==> src/shared/sfc_pkg.sv <==
package sfc_pkg;

  // array address and clock-pulse counter widths
  localparam int ADDR_W = 15;
  localparam int CNT_W  = 16;

  // opcode table
  localparam logic [7:0] OPC_WR_EN       = 8'h06;
  localparam logic [7:0] OPC_WR_DIS      = 8'h04;
  localparam logic [7:0] OPC_ST_RD       = 8'h05;
  localparam logic [7:0] OPC_ST_WR       = 8'h01;
  localparam logic [7:0] OPC_RD          = 8'h03;
  localparam logic [7:0] OPC_FRD         = 8'h0B;
  localparam logic [7:0] OPC_DUAL_RD     = 8'h3B;
  localparam logic [7:0] OPC_PAGE_WR     = 8'h02;
  localparam logic [7:0] OPC_SECT_WIPE_A = 8'hD7;
  localparam logic [7:0] OPC_SECT_WIPE_B = 8'h20;
  localparam logic [7:0] OPC_BLK_WIPE    = 8'hD8;
  localparam logic [7:0] OPC_FULL_WIPE_A = 8'hC7;
  localparam logic [7:0] OPC_FULL_WIPE_B = 8'h60;
  localparam logic [7:0] OPC_SIG         = 8'hAB;
  localparam logic [7:0] OPC_STD_ID      = 8'h9F;
  localparam logic [7:0] OPC_MKR_ID      = 8'h90;

  // status register field positions
  localparam int ST_BUSY  = 0;
  localparam int ST_WEL   = 1;
  localparam int ST_BP_LO = 2;
  localparam int ST_BP_HI = 4;
  localparam int ST_LOCK  = 7;

  // values after reset
  localparam logic [2:0] BP_RST   = 3'h0;
  localparam logic       LOCK_RST = 1'b0;
  // idle levels of select, clock, data, protect and hold, in synchroniser order
  localparam logic [4:0] PIN_IDLE = 5'h13;

  // command lengths in bytes
  localparam logic [12:0] HDR_1B = 13'h0001;
  localparam logic [12:0] HDR_2B = 13'h0002;
  localparam logic [12:0] HDR_4B = 13'h0004;
  localparam logic [12:0] HDR_5B = 13'h0005;
  localparam logic [12:0] HDR_NONE = 13'h0000;

  // last bit index of an output byte, single and dual lane
  localparam logic [2:0] OUT_LAST_SGL = 3'h7;
  localparam logic [2:0] OUT_LAST_DUAL = 3'h3;

  typedef enum logic [1:0] {AOP_PROG, AOP_SECT, AOP_BLOCK, AOP_CHIP} sfc_arr_op_e;
  typedef enum logic [2:0] {PH_CMD, PH_HDR, PH_OUT, PH_DATA, PH_SKIP} sfc_phase_e;

  // header length of each command, zero for an unknown opcode
  function automatic logic [12:0] sfc_hdr_bytes(input logic [7:0] opc);
    case (opc)
      OPC_WR_EN, OPC_WR_DIS, OPC_ST_RD, OPC_STD_ID,
      OPC_FULL_WIPE_A, OPC_FULL_WIPE_B: sfc_hdr_bytes = HDR_1B;
      OPC_ST_WR:                        sfc_hdr_bytes = HDR_2B;
      OPC_SIG, OPC_MKR_ID, OPC_RD, OPC_PAGE_WR,
      OPC_SECT_WIPE_A, OPC_SECT_WIPE_B, OPC_BLK_WIPE: sfc_hdr_bytes = HDR_4B;
      OPC_FRD, OPC_DUAL_RD:             sfc_hdr_bytes = HDR_5B;
      default:                          sfc_hdr_bytes = HDR_NONE;
    endcase
  endfunction

  // commands that return data on the output line
  function automatic logic sfc_is_out(input logic [7:0] opc);
    case (opc)
      OPC_ST_RD, OPC_STD_ID, OPC_SIG, OPC_MKR_ID,
      OPC_RD, OPC_FRD, OPC_DUAL_RD: sfc_is_out = 1'b1;
      default:                      sfc_is_out = 1'b0;
    endcase
  endfunction

endpackage

==> src/rtl/sfc_sync.sv <==
`timescale 1ns/10ps

// two-flop synchroniser, one chain per bit
module sfc_sync #(
  parameter int           W       = 1,
  parameter logic [W-1:0] RST_VAL = '0
) (
  input  wire logic         clk,
  input  wire logic         rst_n,
  input  wire logic [W-1:0] d,
  output logic      [W-1:0] q
);
  logic [W-1:0] meta_r;

  genvar i;
  generate
    for (i = 0; i < W; i++)
    begin : g_bit
      // first stage is read only by the second
      always_ff @(posedge clk)
      begin
        if (!rst_n)
        begin
          // reset to the pin's idle level, else a false edge follows reset
          meta_r[i] <= RST_VAL[i];
          q[i]      <= RST_VAL[i];
        end
        else
        begin
          meta_r[i] <= d[i];
          q[i]      <= meta_r[i];
        end
      end
    end
  endgenerate

endmodule // sfc_sync

==> src/rtl/sfc_top.sv <==
`timescale 1ns/10ps

// Notes on behaviour
// - status bit 0 reads busy during writes
// - status bit 1 is volatile write enable
// - bits 2..4 hold block protect, reset zero
// - bit 7 is status lock flag
// - top protect bit only blocks chip wipe; 11 protects all
// - writes discarded unless pulses multiple of eight
// - status write refused only: lock and pin low
// - writes need write enable latch set first
// - input MSB first on rising clock edges
// - ABh signature and 90h ident, four bytes
// - 9Fh one byte, returns standard ident
// - 03h normal read, four bytes, 33 MHz
// - 0Bh fast read, five bytes, dummy byte
// - 3Bh fast read, two bits per clock
// - page write: four bytes plus 256 data
// - hold floats output and ignores input
// - signature: three dummies, then ident out
// - signature repeats until select rises
// - chip wipe only if all protect zero
// - latch clears after write and on disable
// - busy: only status read is decoded; status write still loads the last captured byte
// - modes 0 and 3: in rise, out fall
module sfc_top #(
  parameter logic [7:0] MAKER_ID1 = 8'h5A, // arbitrary value
  parameter logic [7:0] MAKER_ID2 = 8'h3C, // arbitrary value
  parameter logic [7:0] DEV_ID1   = 8'h11, // arbitrary value
  parameter logic [7:0] DEV_ID2   = 8'h22  // arbitrary value
) (
  input  wire logic                       CLK,
  input  wire logic                       RSTN,
  input  wire logic                       SEL_N,
  input  wire logic                       SCLK,
  input  wire logic                       SIO_I,
  output logic                            SIO_O,
  output logic                            SIO_OE_N,
  output logic                            SDO_O,
  output logic                            SDO_OE_N,
  input  wire logic                       WP_N,
  input  wire logic                       HOLD_N,
  output logic [sfc_pkg::ADDR_W-1:0]      ARR_ADDR,
  input  wire logic [7:0]                 ARR_RDATA,
  output logic [7:0]                      ARR_WDATA,
  output logic                            ARR_LOAD,
  output logic                            ARR_COMMIT,
  output sfc_pkg::sfc_arr_op_e            ARR_OP,
  input  wire logic                       ARR_DONE
);
  import sfc_pkg::*;

  logic                sel_n_s;
  logic                sclk_s;
  logic                sio_s;
  logic                wp_n_s;
  logic                hold_n_s;
  logic                sclk_q_r;
  logic                sel_q_r;
  logic                hold_r;
  logic                rise;
  logic                fall;
  logic                sel_rise;
  logic [CNT_W-1:0]    cnt_r;
  logic [12:0]         byte_idx;
  logic                byte_done;
  logic [7:0]          sr_in_r;
  logic [7:0]          sr_nxt;
  logic [7:0]          opc_r;
  sfc_phase_e          ph_r;
  logic [ADDR_W-1:0]   addr_r;
  logic [7:0]          stat_new_r;
  logic                busy_r;
  logic                wel_r;
  logic [2:0]          bp_r;
  logic                lock_r;
  logic [7:0]          status;
  logic                prot_all;
  logic                len_ok;
  logic                st_writable;
  logic [7:0]          out_sr_r;
  logic [2:0]          out_bit_r;
  logic [1:0]          obyte_r;
  logic [7:0]          out_byte;
  logic                dual;
  logic                out_load;

  // pins from the master are asynchronous to CLK
  sfc_sync #(
    .W       (5),
    .RST_VAL (PIN_IDLE)
  ) u_sync (
    .clk   (CLK),
    .rst_n (RSTN),
    .d     ({SEL_N, SCLK, SIO_I, WP_N, HOLD_N}),
    .q     ({sel_n_s, sclk_s, sio_s, wp_n_s, hold_n_s})
  );

  // delayed copies for edge detection
  always_ff @(posedge CLK)
  begin
    if (!RSTN)
    begin
      sclk_q_r <= 1'b0;
      sel_q_r  <= 1'b1;
    end
    else
    begin
      sclk_q_r <= sclk_s;
      sel_q_r  <= sel_n_s;
    end
  end

  // hold follows the pin only while the clock is low, so a glitchy edge is not taken
  always_ff @(posedge CLK)
  begin
    if (!RSTN)
      hold_r <= 1'b0;
    else if (sel_n_s)
      hold_r <= 1'b0;
    else if (!sclk_s)
      hold_r <= !hold_n_s;
  end

  // clock edges count only while selected and not held
  assign rise      = sclk_s && !sclk_q_r && !sel_n_s && !hold_r;
  assign fall      = !sclk_s && sclk_q_r && !sel_n_s && !hold_r;
  assign sel_rise  = sel_n_s && !sel_q_r;
  assign byte_idx  = cnt_r[CNT_W-1:3];
  assign byte_done = rise && (cnt_r[2:0] == 3'h7);
  assign sr_nxt    = {sr_in_r[6:0], sio_s};

  // status image and protection decode
  assign status   = {lock_r, 2'b00, bp_r, wel_r, busy_r};
  assign prot_all = bp_r[1] && bp_r[0];
  assign len_ok   = (cnt_r[2:0] == 3'h0) && (byte_idx >= sfc_hdr_bytes(opc_r));
  assign st_writable = !(lock_r && !wp_n_s);

  // clock pulse counter and input shifter, cleared by deselect
  always_ff @(posedge CLK)
  begin
    if (!RSTN)
    begin
      cnt_r   <= '0;
      sr_in_r <= 8'h00;
    end
    else if (sel_n_s)
    begin
      cnt_r   <= '0;
      sr_in_r <= 8'h00;
    end
    else if (rise)
    begin
      cnt_r   <= cnt_r + 16'h0001;
      sr_in_r <= sr_nxt;
    end
  end

  // command phase sequencer
  always_ff @(posedge CLK)
  begin
    if (!RSTN)
    begin
      ph_r  <= PH_CMD;
      opc_r <= 8'h00;
    end
    else if (sel_n_s)
      ph_r <= PH_CMD;
    else if (byte_done)
    begin
      case (ph_r)
        PH_CMD:
        begin
          opc_r <= sr_nxt;
          if (busy_r && sr_nxt != OPC_ST_RD)
            ph_r <= PH_SKIP;
          else if (sfc_hdr_bytes(sr_nxt) == HDR_NONE)
            ph_r <= PH_SKIP;
          else if (sfc_hdr_bytes(sr_nxt) == HDR_1B)
            ph_r <= sfc_is_out(sr_nxt) ? PH_OUT : PH_SKIP;
          else
            ph_r <= PH_HDR;
        end
        PH_HDR:
        begin
          if (byte_idx + 13'h0001 == sfc_hdr_bytes(opc_r))
          begin
            if (sfc_is_out(opc_r))
              ph_r <= PH_OUT;
            else if (opc_r == OPC_PAGE_WR)
              ph_r <= PH_DATA;
            else
              ph_r <= PH_SKIP;
          end
        end
        PH_OUT, PH_DATA, PH_SKIP: ph_r <= ph_r;
        default: ph_r <= PH_SKIP;
      endcase
    end
  end

  // address bytes and status write byte capture
  always_ff @(posedge CLK)
  begin
    if (!RSTN)
    begin
      addr_r     <= '0;
      stat_new_r <= 8'h00;
    end
    else if (byte_done && ph_r == PH_HDR)
    begin
      if (byte_idx <= 13'h0003)
        addr_r <= {addr_r[ADDR_W-9:0], sr_nxt};
      if (opc_r == OPC_ST_WR)
        stat_new_r <= sr_nxt;
    end
    else if (ARR_LOAD) // step after the load, so the array sees this byte's address
      addr_r[7:0] <= addr_r[7:0] + 8'h01;
    else if (out_load && sfc_hdr_bytes(opc_r) >= HDR_4B && opc_r != OPC_SIG
             && opc_r != OPC_MKR_ID)
      addr_r <= addr_r + 15'h0001;
  end

  // page data is handed to the array byte by byte
  always_ff @(posedge CLK)
  begin
    if (!RSTN)
    begin
      ARR_LOAD  <= 1'b0;
      ARR_WDATA <= 8'h00;
    end
    else
    begin
      ARR_LOAD <= byte_done && ph_r == PH_DATA;
      if (byte_done && ph_r == PH_DATA)
        ARR_WDATA <= sr_nxt;
    end
  end

  // the array sees addr_r directly; reads look up combinationally
  assign ARR_ADDR = addr_r;

  // write enable latch; a set and a clear never meet in one cycle
  always_ff @(posedge CLK)
  begin
    if (!RSTN)
      wel_r <= 1'b0;
    else if (busy_r && ARR_DONE)
      wel_r <= 1'b0;
    else if (sel_rise && ph_r != PH_CMD && cnt_r == 16'h0008)
    begin
      if (opc_r == OPC_WR_EN && !busy_r)
        wel_r <= 1'b1;
      else if (opc_r == OPC_WR_DIS && !busy_r)
        wel_r <= 1'b0;
    end
    else if (sel_rise && opc_r == OPC_ST_WR && ph_r == PH_SKIP && wel_r && len_ok
             && cnt_r == 16'h0010 && st_writable)
      wel_r <= 1'b0;
  end

  // status write; completes at once, so the busy bit never rises for it
  always_ff @(posedge CLK)
  begin
    if (!RSTN)
    begin
      bp_r   <= BP_RST;
      lock_r <= LOCK_RST;
    end
    else if (sel_rise && opc_r == OPC_ST_WR && ph_r == PH_SKIP && wel_r && len_ok
             && cnt_r == 16'h0010 && st_writable)
    begin
      bp_r   <= stat_new_r[ST_BP_HI:ST_BP_LO];
      lock_r <= stat_new_r[ST_LOCK];
    end
  end

  // program and erase launch at deselect; busy holds until the array is done
  always_ff @(posedge CLK)
  begin
    if (!RSTN)
    begin
      busy_r     <= 1'b0;
      ARR_COMMIT <= 1'b0;
      ARR_OP     <= AOP_PROG;
    end
    else
    begin
      ARR_COMMIT <= 1'b0;
      if (busy_r && ARR_DONE)
        busy_r <= 1'b0;
      else if (sel_rise && wel_r && len_ok && !busy_r && ph_r != PH_CMD)
      begin
        case (opc_r)
          OPC_PAGE_WR:
          begin
            if (!prot_all && ph_r == PH_DATA && byte_idx > HDR_4B)
            begin
              busy_r     <= 1'b1;
              ARR_COMMIT <= 1'b1;
              ARR_OP     <= AOP_PROG;
            end
          end
          OPC_SECT_WIPE_A, OPC_SECT_WIPE_B, OPC_BLK_WIPE:
          begin
            if (!prot_all && byte_idx == HDR_4B)
            begin
              busy_r     <= 1'b1;
              ARR_COMMIT <= 1'b1;
              ARR_OP     <= (opc_r == OPC_BLK_WIPE) ? AOP_BLOCK : AOP_SECT;
            end
          end
          OPC_FULL_WIPE_A, OPC_FULL_WIPE_B:
          begin
            if (bp_r == 3'h0 && byte_idx == HDR_1B)
            begin
              busy_r     <= 1'b1;
              ARR_COMMIT <= 1'b1;
              ARR_OP     <= AOP_CHIP;
            end
          end
          default: busy_r <= busy_r;
        endcase
      end
    end
  end

  // next byte to send, chosen by the command and the output byte count
  always_comb
  begin
    out_byte = 8'h00;
    case (opc_r)
      OPC_ST_RD: out_byte = status;
      OPC_SIG:   out_byte = DEV_ID1;
      OPC_STD_ID:
        case (obyte_r)
          2'h0:    out_byte = MAKER_ID2;
          2'h1:    out_byte = MAKER_ID1;
          default: out_byte = DEV_ID2;
        endcase
      OPC_MKR_ID: out_byte = (obyte_r[0] ^ addr_r[0]) ? DEV_ID1 : MAKER_ID1;
      default:   out_byte = ARR_RDATA;
    endcase
  end

  assign dual     = (opc_r == OPC_DUAL_RD);
  assign out_load = fall && ph_r == PH_OUT && out_bit_r == 3'h0;

  // output shifter: new byte on the first falling edge of each byte
  always_ff @(posedge CLK)
  begin
    if (!RSTN)
    begin
      out_sr_r  <= 8'h00;
      out_bit_r <= 3'h0;
      obyte_r   <= 2'h0;
      SDO_O     <= 1'b0;
      SIO_O     <= 1'b0;
    end
    else if (ph_r != PH_OUT)
    begin
      out_bit_r <= 3'h0;
      obyte_r   <= 2'h0;
    end
    else if (fall)
    begin
      if (out_bit_r == 3'h0)
      begin
        SDO_O     <= out_byte[7];
        SIO_O     <= out_byte[6];
        out_sr_r  <= dual ? {out_byte[5:0], 2'b00} : {out_byte[6:0], 1'b0};
        out_bit_r <= dual ? OUT_LAST_DUAL : OUT_LAST_SGL;
        obyte_r   <= (opc_r == OPC_STD_ID && obyte_r == 2'h2) ? 2'h0 : obyte_r + 2'h1;
      end
      else
      begin
        SDO_O     <= out_sr_r[7];
        SIO_O     <= out_sr_r[6];
        out_sr_r  <= dual ? {out_sr_r[5:0], 2'b00} : {out_sr_r[6:0], 1'b0};
        out_bit_r <= out_bit_r - 3'h1;
      end
    end
  end

  // drivers float when deselected or held; the input line turns round for dual
  assign SDO_OE_N = !(ph_r == PH_OUT && !sel_n_s && !hold_r);
  assign SIO_OE_N = !(ph_r == PH_OUT && dual && !sel_n_s && !hold_r);
endmodule // sfc_top

==> config.mk <==
export PLATFORM = sky130hd
export DESIGN_NAME = sfc_top
export DESIGN_NICKNAME = d
export VERILOG_FILES = /design/src/shared/sfc_pkg.sv /design/src/rtl/sfc_sync.sv /design/src/rtl/sfc_top.sv
export SDC_FILE = /design/constraint.sdc
export NUM_CORES = 1
export LEC_CHECK = 0
export BUFFER_PORTS_ARGS = -buffer_cell sky130_fd_sc_hd__buf_4
export CAP_MARGIN = 15
export CORE_MARGIN = 5
export CORE_UTILIZATION = 47
export CTS_CLUSTER_DIAMETER = 50
export DETAILED_ROUTE_END_ITERATION = 7
export GPL_TIMING_DRIVEN = 0
export PLACE_DENSITY = 0.65
export SLEW_MARGIN = 20
export SYNTH_ARGS = -nofsm -noshare
export SYNTH_HDL_FRONTEND = slang
export SYNTH_SLANG_ARGS = --single-unit
==> constraint.sdc <==
create_clock -name CLK -period 7.2 [get_ports CLK]
set_input_delay 1.44 -clock CLK [delete_from_list [all_inputs] [get_ports CLK]]
set_output_delay 1.44 -clock CLK [all_outputs]
set_load 0.05 [all_outputs]
Word-level counts from Yosys, hierarchy flattened
Cells that the tools add are included.

$add $sub $neg: 6. Order comparisons: 4. Equality and inequality tests: 56. Muxes and demuxes: 75. Bitwise gates (word level): 7. Reduce and logical (&&, ||, !) cells: 92.

Operators by type and width (count): two-way mux 13 bit (18); == test 8 bit (second input constant) (12); == test 8 x 3 -> 1 bit (second input constant) (6); two-way mux 15 bit (3); logical AND 1 bit (44); == test 8 x 2 -> 1 bit (second input constant) (4); == test 8 x 6 -> 1 bit (second input constant) (4); two-way mux 8 bit (4); one-hot mux 8 bit (4 select lines) (1); OR reduction 7 bit (4); two-way mux 3 bit (9); == test 13 x 1 -> 1 bit (second input constant) (2); two-way mux 1 bit (26); one-hot mux 3 bit (4 select lines) (2); adder 16 x 1 -> 16 bit (second input constant) (1); == test 16 x 4 -> 1 bit (second input constant) (1); == test 16 x 5 -> 1 bit (second input constant) (1); == test 8 x 1 -> 1 bit (second input constant) (2); == test 8 x 4 -> 1 bit (second input constant) (2); == test 8 x 7 -> 1 bit (second input constant) (2); inequality test 8 bit (second input constant) (2); adder 15 x 1 -> 15 bit (second input constant) (1); two-way mux 7 bit (2); one-hot mux 7 bit (2 select lines) (1); other kinds (39) (86).

Bits in registers: 103. Bits of input ports: 16.

Depth between registers and ports, before layout
Gate-level depths: netlist of the first run.

Depth in word-level cells: 28. Depth in mapped cells: 14. Depth with buffers taken out: 12.

Hierarchy
A second synthesis of the first run with hierarchy kept.

Cells, all modules: 679. Area total of the unflattened synthesis: 5430.2 um2.

Modules (own cells, without submodules): sfc_top (times used 1, cells an instance 659, area an instance 5167.5 um2, sequential area each 1761.7 um2); sfc_sync (times used 1, cells an instance 20, area an instance 262.8 um2, sequential area each 200.2 um2).

Worst setup path after synthesis of the first run
Ideal clock, no wire load.

Path kind: reg-to-output. Start point: reg ph_r[1]. End point: out SIO_OE_N. Arrival: 1.643 ns. Data required time: 5.760 ns. Path slack: 4.117 ns. Cell stages (with the launch flop): 4. Buffers on the path: 1. Cell sequence: dfxtp_1 clkbuf_1 nand3_1 or2_2.

Cells in the longest elaborated chain, start to end: 5.

RTL lines: start, declared (RTL line sfc_top.sv:70) `sfc_phase_e ph_r;`; start signal, assigned (RTL line sfc_top.sv:180) `ph_r <= sfc_is_out(sr_nxt) ? PH_OUT : PH_SKIP;`; start signal, assigned (RTL line sfc_top.sv:196) `PH_OUT, PH_DATA, PH_SKIP: ph_r <= ph_r;`; == test 3 x 2 -> 1 bit (RTL line sfc_top.sv:387) `assign SIO_OE_N = !(ph_r == PH_OUT && dual && !sel_n_s && !hold_r);`; logical AND 1 bit (3 in a row) (RTL line sfc_top.sv:387); logical NOT 1 bit (RTL line sfc_top.sv:387); end, declared (RTL line sfc_top.sv:38) `output logic SIO_OE_N,`.

No other way between the ends.

Worst setup path after layout of the first run
Start point: reg opc_r[7]. End point: out SIO_OE_N.

Cells in the longest elaborated chain, start to end: 5.

RTL lines: start, declared (RTL line sfc_top.sv:69) `logic [7:0] opc_r;`; start signal, assigned (RTL line sfc_top.sv:174) `opc_r <= sr_nxt;`; == test 8 x 6 -> 1 bit (RTL line sfc_top.sv:346) `assign dual = (opc_r == OPC_DUAL_RD);`; logical AND 1 bit (3 in a row) (RTL line sfc_top.sv:387); logical NOT 1 bit (RTL line sfc_top.sv:387).

No other way between the ends.

==> impl_metrics.env, run 1 <==
export IMPL_status="finished, final reports clean"
export IMPL_dieArea_um2=14000
export IMPL_endpoint_kind="output port"
export IMPL_whs_path_depth=1
export IMPL_finalMaxSlewViolations=0
export IMPL_netlist_top_cell_by_area="dfxtp_1"
export IMPL_io_pin_count=47
export IMPL_p_per_area_nw_per_um2=173.4
export IMPL_critPathKind="reg -> out"
export IMPL_antenna_cells=0
export IMPL_r2r_setup_slack_ns=3.77
export IMPL_min_from="u_sync.meta_r[0]"
export IMPL_final_area_um2=6360
export IMPL_hp_class="reg -> reg"
export IMPL_final_common_cell="dfxtp_1"
export IMPL_routabilityCongestion=0.8732
export IMPL_syn_inst=696
export IMPL_clock_sinks=98
export IMPL_h_tree_depth=3
export IMPL_timing_rr_end="ph_r[0]"
export IMPL_peakVddDrop_v=0.0001369
export IMPL_timing_fmax_mhz=283.9
export IMPL_seq_area_frac_synth_pct=35.57
export IMPL_cp_required_ns=5.76
export IMPL_dr_pass1_iters=5
export IMPL_syn_avg_cell_area_um2=7.924
export IMPL_reg2reg_depth=12
export IMPL_post_dp_cell_area_um2=6040
export IMPL_initial_core_util_pct=48.10
export IMPL_viasPerCell=5.931
export IMPL_grt_antenna_before_repair=0
export IMPL_post_cts_buffers=0
export IMPL_coreArea_um2=11470
export IMPL_routedWlPerCell_um=17.26
export IMPL_yosys_warnings=0
export IMPL_tightest_slew_ns=0.8669
export IMPL_max_stage_delay_ns=0.43
export IMPL_antenna_left=0
export IMPL_cp_top_family="simple AND/OR/NAND/NOR gates"
export IMPL_via_count=5338
export IMPL_grt_pass1_vias=5213
export IMPL_finalCritPeriodShare_pct=48.92
export IMPL_numCtsBuffers=9
export IMPL_holdPathEnd="u_sync.q[0]"
export IMPL_syn_cell_area_um2=5515
export IMPL_cts_tree="done"
export IMPL_final_cell_mix="dfxtp_1 (98), nor2_1 (87), nand2_1 (72), a21oi_1 (56), buf_4 (47)"
export IMPL_rsz0062_at_grt="no"
export IMPL_synth_seq_cells=98
export IMPL_clockBufferDepth=2
export IMPL_power_total_mw=1.103
export IMPL_drc=0
export IMPL_clk_insertion_delay_late_ns=0.35
export IMPL_p_leak_nw=2.355
export IMPL_finalSetupTns_ns=0
export IMPL_grt_total_usage_pct=22.33
export IMPL_crit_buf_inv=2
export IMPL_grt_pass1_wl_um=25970
export IMPL_cts_resized=0
export IMPL_fin_crit_ns=3.522
export IMPL_ys_flop_type="dfxtp_1"
export IMPL_max_slew_margin_pct=41.76
export IMPL_worstPathArrival_ns=2.08
export IMPL_rr_startpoint="opc_r[4]"
export IMPL_finalSetupViolCount=0
export IMPL_path_max_fanout=10
export IMPL_yosysTopAreaCellShare_pct=35.57
export IMPL_syn_num_nets=724
export IMPL_clock_skew_ns=0.005536
export IMPL_cap_violations=0
export IMPL_syn_to_final_growth_pct=15.31
export IMPL_portBuffers=46
export IMPL_drt_iter0_drc=480
export IMPL_die_h_um=118.3
export IMPL_synthTopCellsByArea="dfxtp_1 (36%), nor2_1 (5.9%), a21oi_1 (5.1%)"
export IMPL_fin_nets=781
export IMPL_drive_above_1_share_pct=12.42
export IMPL_num_fill_cells=1097
export IMPL_hold_viol=0
export IMPL_fp_dieW_um=118.3
export IMPL_cp_slowest_cell="or2_2"
export IMPL_wl_um=15540
export IMPL_post_dp_hpwl_um=11340
export IMPL_grt_max_degree=15
export IMPL_path_clk_slew_ns=0.07
export IMPL_cts_root_buf="clkbuf_16"
export IMPL_globalRouteOverflowTotal=0
export IMPL_rows=39
export IMPL_ctsHoldBuffers=0
export IMPL_synth_cell_types=73
export IMPL_synth_edf_count=0
export IMPL_cp_start_kind="register"
export IMPL_crit_chain="buf_2, nor2_1, nand4_1, or2_2, buf_4"
export IMPL_async_flop_share_pct=0
-- Yosys cell counts (all sizes together) (3+ instances only) --
| cell | count |
|---|---|
| nor3 | 15 |
| nand3b | 6 |
| nor2 | 87 |
| nand2 | 72 |
| nand3 | 26 |
| o21ai | 32 |
| nor4b | 3 |
| o211ai | 6 |
| nor2b | 14 |
| mux2i | 23 |
| or4 | 3 |
| o311a | 3 |
| nor4 | 7 |
| and2 | 9 |
| xnor2 | 10 |
| a21o | 4 |
| ha | 12 |
| a21oi | 58 |
| a31oi | 12 |
| a211oi | 3 |
| nor3b | 5 |
| buf | 14 |
| o221a | 5 |
| xor2 | 7 |
| a311oi | 5 |
| o21a | 4 |
| and4 | 7 |
| nand2b | 13 |
| inv | 17 |
| a22oi | 4 |
| a41oi | 4 |
| or3 | 4 |
| o31ai | 3 |
| and3 | 13 |
| or2 | 6 |
| dfxtp | 98 |
| nand4 | 16 |
| clkbuf | 35 |
-- cell families after synthesis --
group,after synthesis,synth area share (%)
multiplexers,24,4.378
flip-flops,98,35.57
AND/OR/NAND/NOR,318,30.35
buffers and inverters,68,5.331
adder cells (fa/ha/maj),12,2.722
XOR/XNOR,17,2.700
AO/OA/AOI/OAI,159,18.94
-- layout make-up --
| type | count | area [um2] | share of cell area [%] |
|---|---|---|---|
| buffer | 49 | 222.7 | 3.502 |
| clock buffer | 13 | 260.3 | 4.092 |
| clock inverter | 2 | 60.06 | 0.9443 |
| inverter | 19 | 71.32 | 1.121 |
| multi-input combinational | 530 | 3259 | 51.25 |
| sequential | 98 | 1962 | 30.85 |
| tap | 143 | 178.9 | 2.813 |
| timing repair buffer | 46 | 345.3 | 5.430 |
-- flip-flops by register name (all words and copies together) (netlist names), 3 cells and up --
name,cells
out_sr_r,7
cnt_r,16
u_sync.q,5
bp_r,3
opc_r,8
ph_r,3
u_sync.meta_r,5
ARR_ADDR,15
sr_in_r,7
out_bit_r,3
stat_new_r,4
ARR_WDATA,8
-- how the worst max path moves through the flow --
stage              from        to  depth (start not counted)  slack [ns]
6_report       opc_r[7]  SIO_OE_N                          5        3.68
5_1_grt        opc_r[7]   ph_r[1]                         12        3.52
4_1_cts        opc_r[7]  SIO_OE_N                          5        3.68
3_5_place_dp   opc_r[7]   ph_r[0]                         12        3.82
3_3_place_gp   opc_r[7]   ph_r[0]                         12        3.81
2_1_floorplan   ph_r[1]  SIO_OE_N                          3        4.12
-- stage by stage --
stage | hold WS, ns | setup WS (ns) | std cells | util (%)
after floorplan | 0.3863 | 4.117 | 696 | -
final | 0.4034 | 3.678 | 900 | 55.46
after detailed placement | 0.3974 | 3.821 | 885 | 52.67
after global routing | 0.4324 | 3.522 | 900 | 55.46
after global placement | 0.3904 | 3.807 | 885 | 52.67
after CTS | 0.4082 | 3.683 | 900 | 55.46
-- power breakdown --
part	leakage (nW)	total, mW	internal, mW	switching [mW]
clock network	0.156	0.528	0.322	0.206
logic	1.41	0.0281	0.0115	0.0166
registers	0.791	0.546	0.545	0.00169
total	2.36	1.10	0.878	0.225
-- routing by layer --
layer  vias up  track usage, %  routed length, um
li1       2612               -                  -
met2       153           35.86               7173
met3        27           4.585                881
met5         -               0                  0
met1      2546           29.52               7172
met4         0           8.602                309
Note: power is estimated with default switching activity, not from simulation.
==> inputs of run 2 (changes only) <==
--- a/config.mk
+++ b/config.mk
@@ -5,6 +5,7 @@
 export SDC_FILE = /design/constraint.sdc
 export NUM_CORES = 1
 export LEC_CHECK = 0
+export ABC_AREA = 1
 export BUFFER_PORTS_ARGS = -buffer_cell sky130_fd_sc_hd__buf_4
 export CAP_MARGIN = 15
 export CORE_MARGIN = 5
@@ -12,7 +13,7 @@
 export CTS_CLUSTER_DIAMETER = 50
 export DETAILED_ROUTE_END_ITERATION = 7
 export GPL_TIMING_DRIVEN = 0
-export PLACE_DENSITY = 0.65
+export PLACE_DENSITY = 0.68
 export SLEW_MARGIN = 20
 export SYNTH_ARGS = -nofsm -noshare
 export SYNTH_HDL_FRONTEND = slang
==> constraint.sdc (replaced) <==
create_clock -name CLK -period 3.1 [get_ports CLK]
set_input_delay 0.62 -clock CLK [delete_from_list [all_inputs] [get_ports CLK]]
set_output_delay 0.62 -clock CLK [all_outputs]
set_load 0.05 [all_outputs]
==> run 2 against run 1 <==
  * Largest power group unchanged
  * Wire length shrank 0.44%
  * Flip-flop and latch count is the same
  * Power grew 120%
==> impl_metrics.env, run 2 <==
export IMPL_status="finished, final reports clean"
export IMPL_viasPerCell=5.293
export IMPL_clk_insertion_delay_late_ns=0.36
export IMPL_p_leak_nw=2.822
export IMPL_grt_pass1_wl_um=25720
export IMPL_p_switching_mw=0.5073
export IMPL_via_count=5621
export IMPL_grt_pass1_vias=5183
export IMPL_min_from="u_sync.meta_r[2]"
export IMPL_antenna_cells=0
export IMPL_cap_violations=0
export IMPL_fp_dieW_um=119.8
export IMPL_globalRouteOverflowTotal=0
export IMPL_syn_num_nets=884
export IMPL_final_area_um2=6492
export IMPL_p_comb_share_pct=2.7
export IMPL_hp_class="reg -> reg"
export IMPL_dieArea_um2=14350
export IMPL_drive_above_1_share_pct=13.66
export IMPL_cp_required_ns=3.37
export IMPL_antenna_left=0
export IMPL_syn_to_final_growth_pct=14.57
export IMPL_cp_start_kind="register"
export IMPL_clockBufferDepth=2
export IMPL_post_dp_cell_area_um2=6196
export IMPL_power_total_mw=2.456
export IMPL_regMostFlops="cnt_r"
export IMPL_yosysTopAreaCellShare_pct=34.62
export IMPL_rr_startpoint="opc_r[0]"
export IMPL_grt_antenna_before_repair=0
export IMPL_fin_crit_ns=2.729
export IMPL_internal_power_mw=1.949
export IMPL_largest_reg_flops=16
export IMPL_initial_core_util_pct=47.57
export IMPL_fin_nets=941
export IMPL_critPathKind="reg -> reg"
export IMPL_yosys_warnings=0
export IMPL_synth_seq_cells=98
export IMPL_numCtsBuffers=9
export IMPL_cts_tree="done"
export IMPL_post_dp_hpwl_um=11590
export IMPL_hold_viol=0
export IMPL_final_common_cell="nand2_1"
export IMPL_dr_pass1_iters=5
export IMPL_seq_area_frac_synth_pct=34.62
export IMPL_holdPathEnd="u_sync.q[2]"
export IMPL_swShare_pct=20.65
export IMPL_synth_cell_types=45
export IMPL_async_flop_share_pct=0
export IMPL_die_h_um=119.8
export IMPL_clkPwrFrac_pct=45.6
export IMPL_netlist_top_cell_by_area="dfxtp_1"
export IMPL_routabilityCongestion=0.9049
export IMPL_worstPathArrival_ns=3.00
export IMPL_rows=40
export IMPL_drc=0
export IMPL_whs_path_depth=2
export IMPL_synthTopCellsByArea="dfxtp_1 (35%), nand2_1 (11%), inv_1 (7.4%)"
export IMPL_h_tree_depth=3
export IMPL_syn_avg_cell_area_um2=6.620
export IMPL_path_max_fanout=8
export IMPL_final_cell_mix="nand2_1 (160), inv_1 (111), nor2_1 (105), dfxtp_1 (98), o21ai_0 (76)"
export IMPL_reg2reg_depth=18
export IMPL_synth_edf_count=0
export IMPL_cts_root_buf="clkbuf_16"
export IMPL_finalCritPeriodShare_pct=88.02
export IMPL_peakVddDrop_v=0.0003075
export IMPL_utilization_pct=54.51
export IMPL_tightest_slew_ns=0.5562
export IMPL_max_slew_margin_pct=62.92
export IMPL_rsz0062_at_grt="no"
export IMPL_drt_iter0_drc=367
export IMPL_yosysMostFrequentCell="nand2_1"
export IMPL_io_pin_count=47
export IMPL_p_per_area_nw_per_um2=378.3
export IMPL_timing_rr_end="bp_r[2]"
export IMPL_path_clk_slew_ns=0.06
export IMPL_synth_common_cells="nand2_1 (160), inv_1 (111), nor2_1 (105)"
export IMPL_wl_um=15470
export IMPL_timing_fmax_mhz=366.5
export IMPL_finalSetupTns_ns=0
export IMPL_portBuffers=46
export IMPL_pwr_share_seq_pct=51.7
export IMPL_ctsHoldBuffers=0
export IMPL_grt_total_usage_pct=22.31
export IMPL_finalMaxSlewViolations=0
export IMPL_clock_skew_ns=0.007965
export IMPL_ys_flop_type="dfxtp_1"
export IMPL_endpoint_kind="register"
export IMPL_post_cts_buffers=0
export IMPL_syn_cell_area_um2=5667
export IMPL_syn_inst=856
export IMPL_r2r_setup_slack_ns=0.37
export IMPL_coreArea_um2=11910
export IMPL_grt_max_degree=15
export IMPL_routedWlPerCell_um=14.57
export IMPL_finalSetupViolCount=0
export IMPL_clock_sinks=98
-- run 2: changes by cell type in the layout (fill, tap and decap cells not counted), moves of 11 or more --
| cell | previous run | this run |
|---|---|---|
| a21oi_1 | 56 | 69 |
| and3_1 | 13 | 1 |
| clkbuf_1 | 37 | 10 |
| inv_1 | 17 | 111 |
| mux2i_1 | 23 | 0 |
| nand2_1 | 72 | 160 |
| nand2b_1 | 13 | 0 |
| nand3_1 | 26 | 57 |
| nor2_1 | 87 | 105 |
| nor2_2 | 0 | 12 |
| nor2b_1 | 14 | 0 |
| nor3_1 | 15 | 26 |
| o21ai_0 | 22 | 76 |
-- run 2: how the worst max path moves through the flow --
stage,start,to,slack (ns),depth (start not counted)
after global placement,opc_r[4],ARR_OP[1],0.41,19
after floorplan,opc_r[4],ARR_OP[0],0.87,19
after detailed placement,opc_r[4],ARR_OP[1],0.39,19
final,opc_r[0],bp_r[2],0.37,18
after CTS,opc_r[4],ARR_OP[1],0.36,19
after global routing,opc_r[0],bp_r[2],0.02,18
-- run 2: per-layer routing --
layer,vias to the layer above,track usage (%),part of all wire [%]
met2,148,35.06,44
met3,31,4.524,5.1
met5,-,0,0
li1,2922,-,-
met4,0,8.017,2.4
met1,2520,30.41,48
-- run 2: layout make-up --
type	instances	area [um2]
Fill cell	1209	5419
Multi-Input combinational cell	617	3159
Clock buffer	11	252.7
Buffer	20	96.34
Clock inverter	2	38.79
Tap cell	147	183.9
Timing Repair Buffer	46	345.3
Sequential cell	98	1962
Inverter	121	454.2
-- run 2: metrics by stage --
step	cells	hold slack [ns]	setup WS, ns
finish	1062	0.4180	0.3713
global route	1062	0.4263	0.01982
CTS	1062	0.4180	0.3597
detailed placement	1049	0.3978	0.3885
global placement	1049	0.3947	0.4058
floorplan	856	0.3905	0.8745
-- run 2: logic make-up (layout without fill, tap and decap cells) --
logic type | count (synthesis) | in the layout | share of synthesized area (%)
adders and majority gates | 12 | 12 | 2.650
buffers and inverters | 141 | 200 | 9.715
DFF | 98 | 98 | 34.62
and+or+nand+nor | 423 | 423 | 35.09
AOI/OAI and AO/OA | 175 | 175 | 16.85
xor gates and xnor gates | 7 | 7 | 1.082
-- run 2: power by group through the flow --
stage	Sequential [mW]	Clock (mW)	Combinational, mW
after floorplan	1.30	0	0.0342
after global placement	1.30	0	0.0649
after detailed placement	1.30	0	0.0653
after CTS	1.27	1.15	0.0657
after global routing	1.27	1.20	0.0739
final	1.27	1.12	0.0657
-- run 2: critical path: stages (launching register included) --
cell and delay (ns):
dfxtp_1 0.45, nand2_1 0.14, nor3_1 0.16, nand4_1 0.27
nand2_1 0.14, nor2_1 0.06, nand3_1 0.07, ha_1 0.26
inv_1 0.06, nand2_1 0.04, a21oi_1 0.13, nor2_1 0.06
nor2_1 0.08, nand2_1 0.06, nand3_1 0.14, nor2_1 0.09
inv_1 0.21, nor2_1 0.07, a211oi_1 0.16
-- run 2: what timing repair did --
item,in CTS,in global routing
resized for setup,0,1
setup endpoints to repair,0,1
hold endpoints to repair,0,0
==> inputs of run 3 (changes only) <==
--- a/config.mk
+++ b/config.mk
@@ -13,7 +13,7 @@
 export CTS_CLUSTER_DIAMETER = 50
 export DETAILED_ROUTE_END_ITERATION = 7
 export GPL_TIMING_DRIVEN = 0
-export PLACE_DENSITY = 0.68
+export PLACE_DENSITY = 0.65
 export SLEW_MARGIN = 20
 export SYNTH_ARGS = -nofsm -noshare
 export SYNTH_HDL_FRONTEND = slang
==> constraint.sdc (replaced) <==
create_clock -name CLK -period 2.85 [get_ports CLK]
set_input_delay 0.57 -clock CLK [delete_from_list [all_inputs] [get_ports CLK]]
set_output_delay 0.57 -clock CLK [all_outputs]
set_load 0.05 [all_outputs]
==> run 3 against run 2 <==
  * Clock skew decreased by 0.0011 ns
  * Utilization increased by 0.39 points
  * Wire length increased by 4.1%
  * Worst hold slack got worse by 0.016 ns
  * Combinational power increased by 9.4%
  * Critical endpoint is now lock_r
  * Design area increased by 0.71%
  * Global-route usage increased by 0.29 points
  * First-iteration DRC count increased by 58%
  * Maximum frequency increased by 5.2%
  * Clock-buffer cell count increased by 1
  * Critical path type unchanged
  * Critical path depth decreased by 2
==> impl_metrics.env, run 3 (synthesis gave the netlist of run 2 again) <==
export IMPL_max_stage_delay_ns=0.37
export IMPL_p_comb_share_pct=2.6
export IMPL_final_cells=1067
export IMPL_r2r_setup_slack_ns=0.26
export IMPL_dr_pass1_iters=7
export IMPL_utilization_pct=54.90
export IMPL_clock_skew_ns=0.006877
export IMPL_peakVddDrop_v=0.0002553
export IMPL_cp_start_kind="register"
export IMPL_antenna_cells=0
export IMPL_clkPwrFrac_pct=46.7
export IMPL_finalSetupViolCount=0
export IMPL_grt_antenna_before_repair=0
export IMPL_rows=40
export IMPL_via_count=5828
export IMPL_cp_slowest_cell="dfxtp_1"
export IMPL_timing_fmax_mhz=385.4
export IMPL_grt_pass1_vias=5353
export IMPL_cap_violations=0
export IMPL_path_max_fanout=8
export IMPL_hp_class="in -> reg"
export IMPL_dieArea_um2=14350
export IMPL_min_from="SIO_I"
export IMPL_wl_um=16100
export IMPL_fp_dieW_um=119.8
export IMPL_drc=0
export IMPL_p_leak_nw=2.835
export IMPL_post_dp_cell_area_um2=6196
export IMPL_critPathKind="reg -> reg"
export IMPL_routedWlPerCell_um=15.09
export IMPL_p_switching_mw=0.5909
export IMPL_rr_startpoint="opc_r[0]"
export IMPL_io_pin_count=47
export IMPL_largest_reg_flops=16
export IMPL_worstPathArrival_ns=2.80
export IMPL_fin_nets=943
export IMPL_endpoint_kind="register"
export IMPL_status="finished, final reports clean"
export IMPL_numCtsBuffers=9
export IMPL_cp_top_family="simple AND/OR/NAND/NOR gates"
export IMPL_final_cell_mix="nand2_1 (160), inv_1 (110), nor2_1 (105), dfxtp_1 (94), o21ai_0 (76)"
export IMPL_holdPathEnd="u_sync.meta_r[2]"
export IMPL_h_tree_depth=3
export IMPL_clk_insertion_delay_late_ns=0.35
export IMPL_ctsHoldBuffers=0
export IMPL_drt_iter0_drc=579
export IMPL_finalMaxSlewViolations=0
export IMPL_die_h_um=119.8
export IMPL_internal_power_mw=2.132
export IMPL_grt_pass1_wl_um=26300
export IMPL_finalSetupTns_ns=0
export IMPL_timing_rr_end="lock_r"
export IMPL_power_total_mw=2.723
export IMPL_initial_core_util_pct=47.57
export IMPL_p_per_area_nw_per_um2=416.5
export IMPL_finalCritPeriodShare_pct=91.04
export IMPL_tightest_slew_ns=0.6641
export IMPL_regMostFlops="cnt_r"
export IMPL_rsz0062_at_grt="no"
export IMPL_clockBufferDepth=2
export IMPL_dp_cells=1049
export IMPL_crit_buf_inv=3
export IMPL_viasPerCell=5.462
export IMPL_grt_total_usage_pct=22.60
export IMPL_coreArea_um2=11910
export IMPL_syn_to_final_growth_pct=15.39
export IMPL_fin_crit_ns=2.595
export IMPL_crit_chain="nor2_2, nand2_1, nor3_1, nor2_1, nand3_1, inv_1, ha_1, inv_1, nor2_1, nor2_1, nand2_1, nand3_2, nor2_1, inv_2, nor2_1, a211oi_1"
export IMPL_final_common_cell="nand2_1"
export IMPL_routabilityCongestion=0.8845
export IMPL_portBuffers=46
export IMPL_cts_root_buf="clkbuf_16"
export IMPL_antenna_left=0
export IMPL_globalRouteOverflowTotal=0
export IMPL_pwr_share_seq_pct=50.7
export IMPL_post_dp_hpwl_um=12110
export IMPL_hold_viol=0
export IMPL_cts_tree="done"
export IMPL_final_area_um2=6539
export IMPL_swShare_pct=21.70
export IMPL_max_slew_margin_pct=55.73
export IMPL_cpMostUsedCell="nor2_1"
export IMPL_drive_above_1_share_pct=14.67
export IMPL_reg2reg_depth=16
export IMPL_cp_required_ns=3.06
export IMPL_grt_max_degree=16
export IMPL_whs_path_depth=3
export IMPL_path_clk_slew_ns=0.06
export IMPL_clock_sinks=98
==> run 3: layer usage <==
metal	routed length, um	GRT usage (%)	up-vias
li1	-	-	2927
met1	7292	30.49	2670
met2	7369	35.98	197
met3	1044	3.676	34
met4	396	9.306	0
met5	0	0	-
==> run 3: layout make-up <==
class / count / area, um2
multi-input combinational: 617 / 3171
clock buffer: 12 / 256.5
fill: 1177 / 5373
tap: 147 / 183.9
sequential: 98 / 1967
buffer: 20 / 96.34
timing repair buffer: 48 / 360.3
inverter: 121 / 454.2
clock inverter: 4 / 50.05
==> run 3: through the flow <==
stage / hold slack (ns) / setup slack, ns
final: 0.4022 / 0.2554
after global routing: 0.4016 / 0.04961
after CTS: 0.3932 / 0.08002
after detailed placement: 0.3994 / 0.1156
after global placement: 0.3957 / 0.1658
after floorplan: 0.3905 / 0.6245
==> run 3: worst min-delay path, cell delays in order <==
cell and delay [ns]:
buf_4 0.08, nand2_1 0.04, inv_1 0.04
==> run 3: what timing repair did <==
item	CTS	global route
endpoints found under the hold margin	0	0
setup buffers	0	2
gates resized for setup	0	8
endpoints found under the setup margin	0	10
==> run 3: worst max-delay path by stage <==
stage / to / cells past startpoint / startpoint
floorplan: ARR_OP[0] / 19 / opc_r[4]
global placement: ARR_OP[1] / 19 / opc_r[1]
detailed placement: ARR_OP[1] / 19 / opc_r[1]
CTS: ARR_OP[1] / 19 / opc_r[1]
global route: ARR_OP[0] / 19 / opc_r[1]
finish: lock_r / 16 / opc_r[0]
==> run 3: power groups by stage <==
stage | combinational (mW) | clock (mW) | sequential [mW]
after detailed placement | 0.0719 | 0 | 1.41
final | 0.0719 | 1.27 | 1.38
after global routing | 0.0796 | 1.35 | 1.38
after global placement | 0.0704 | 0 | 1.41
after CTS | 0.0722 | 1.29 | 1.38
after floorplan | 0.0372 | 0 | 1.41
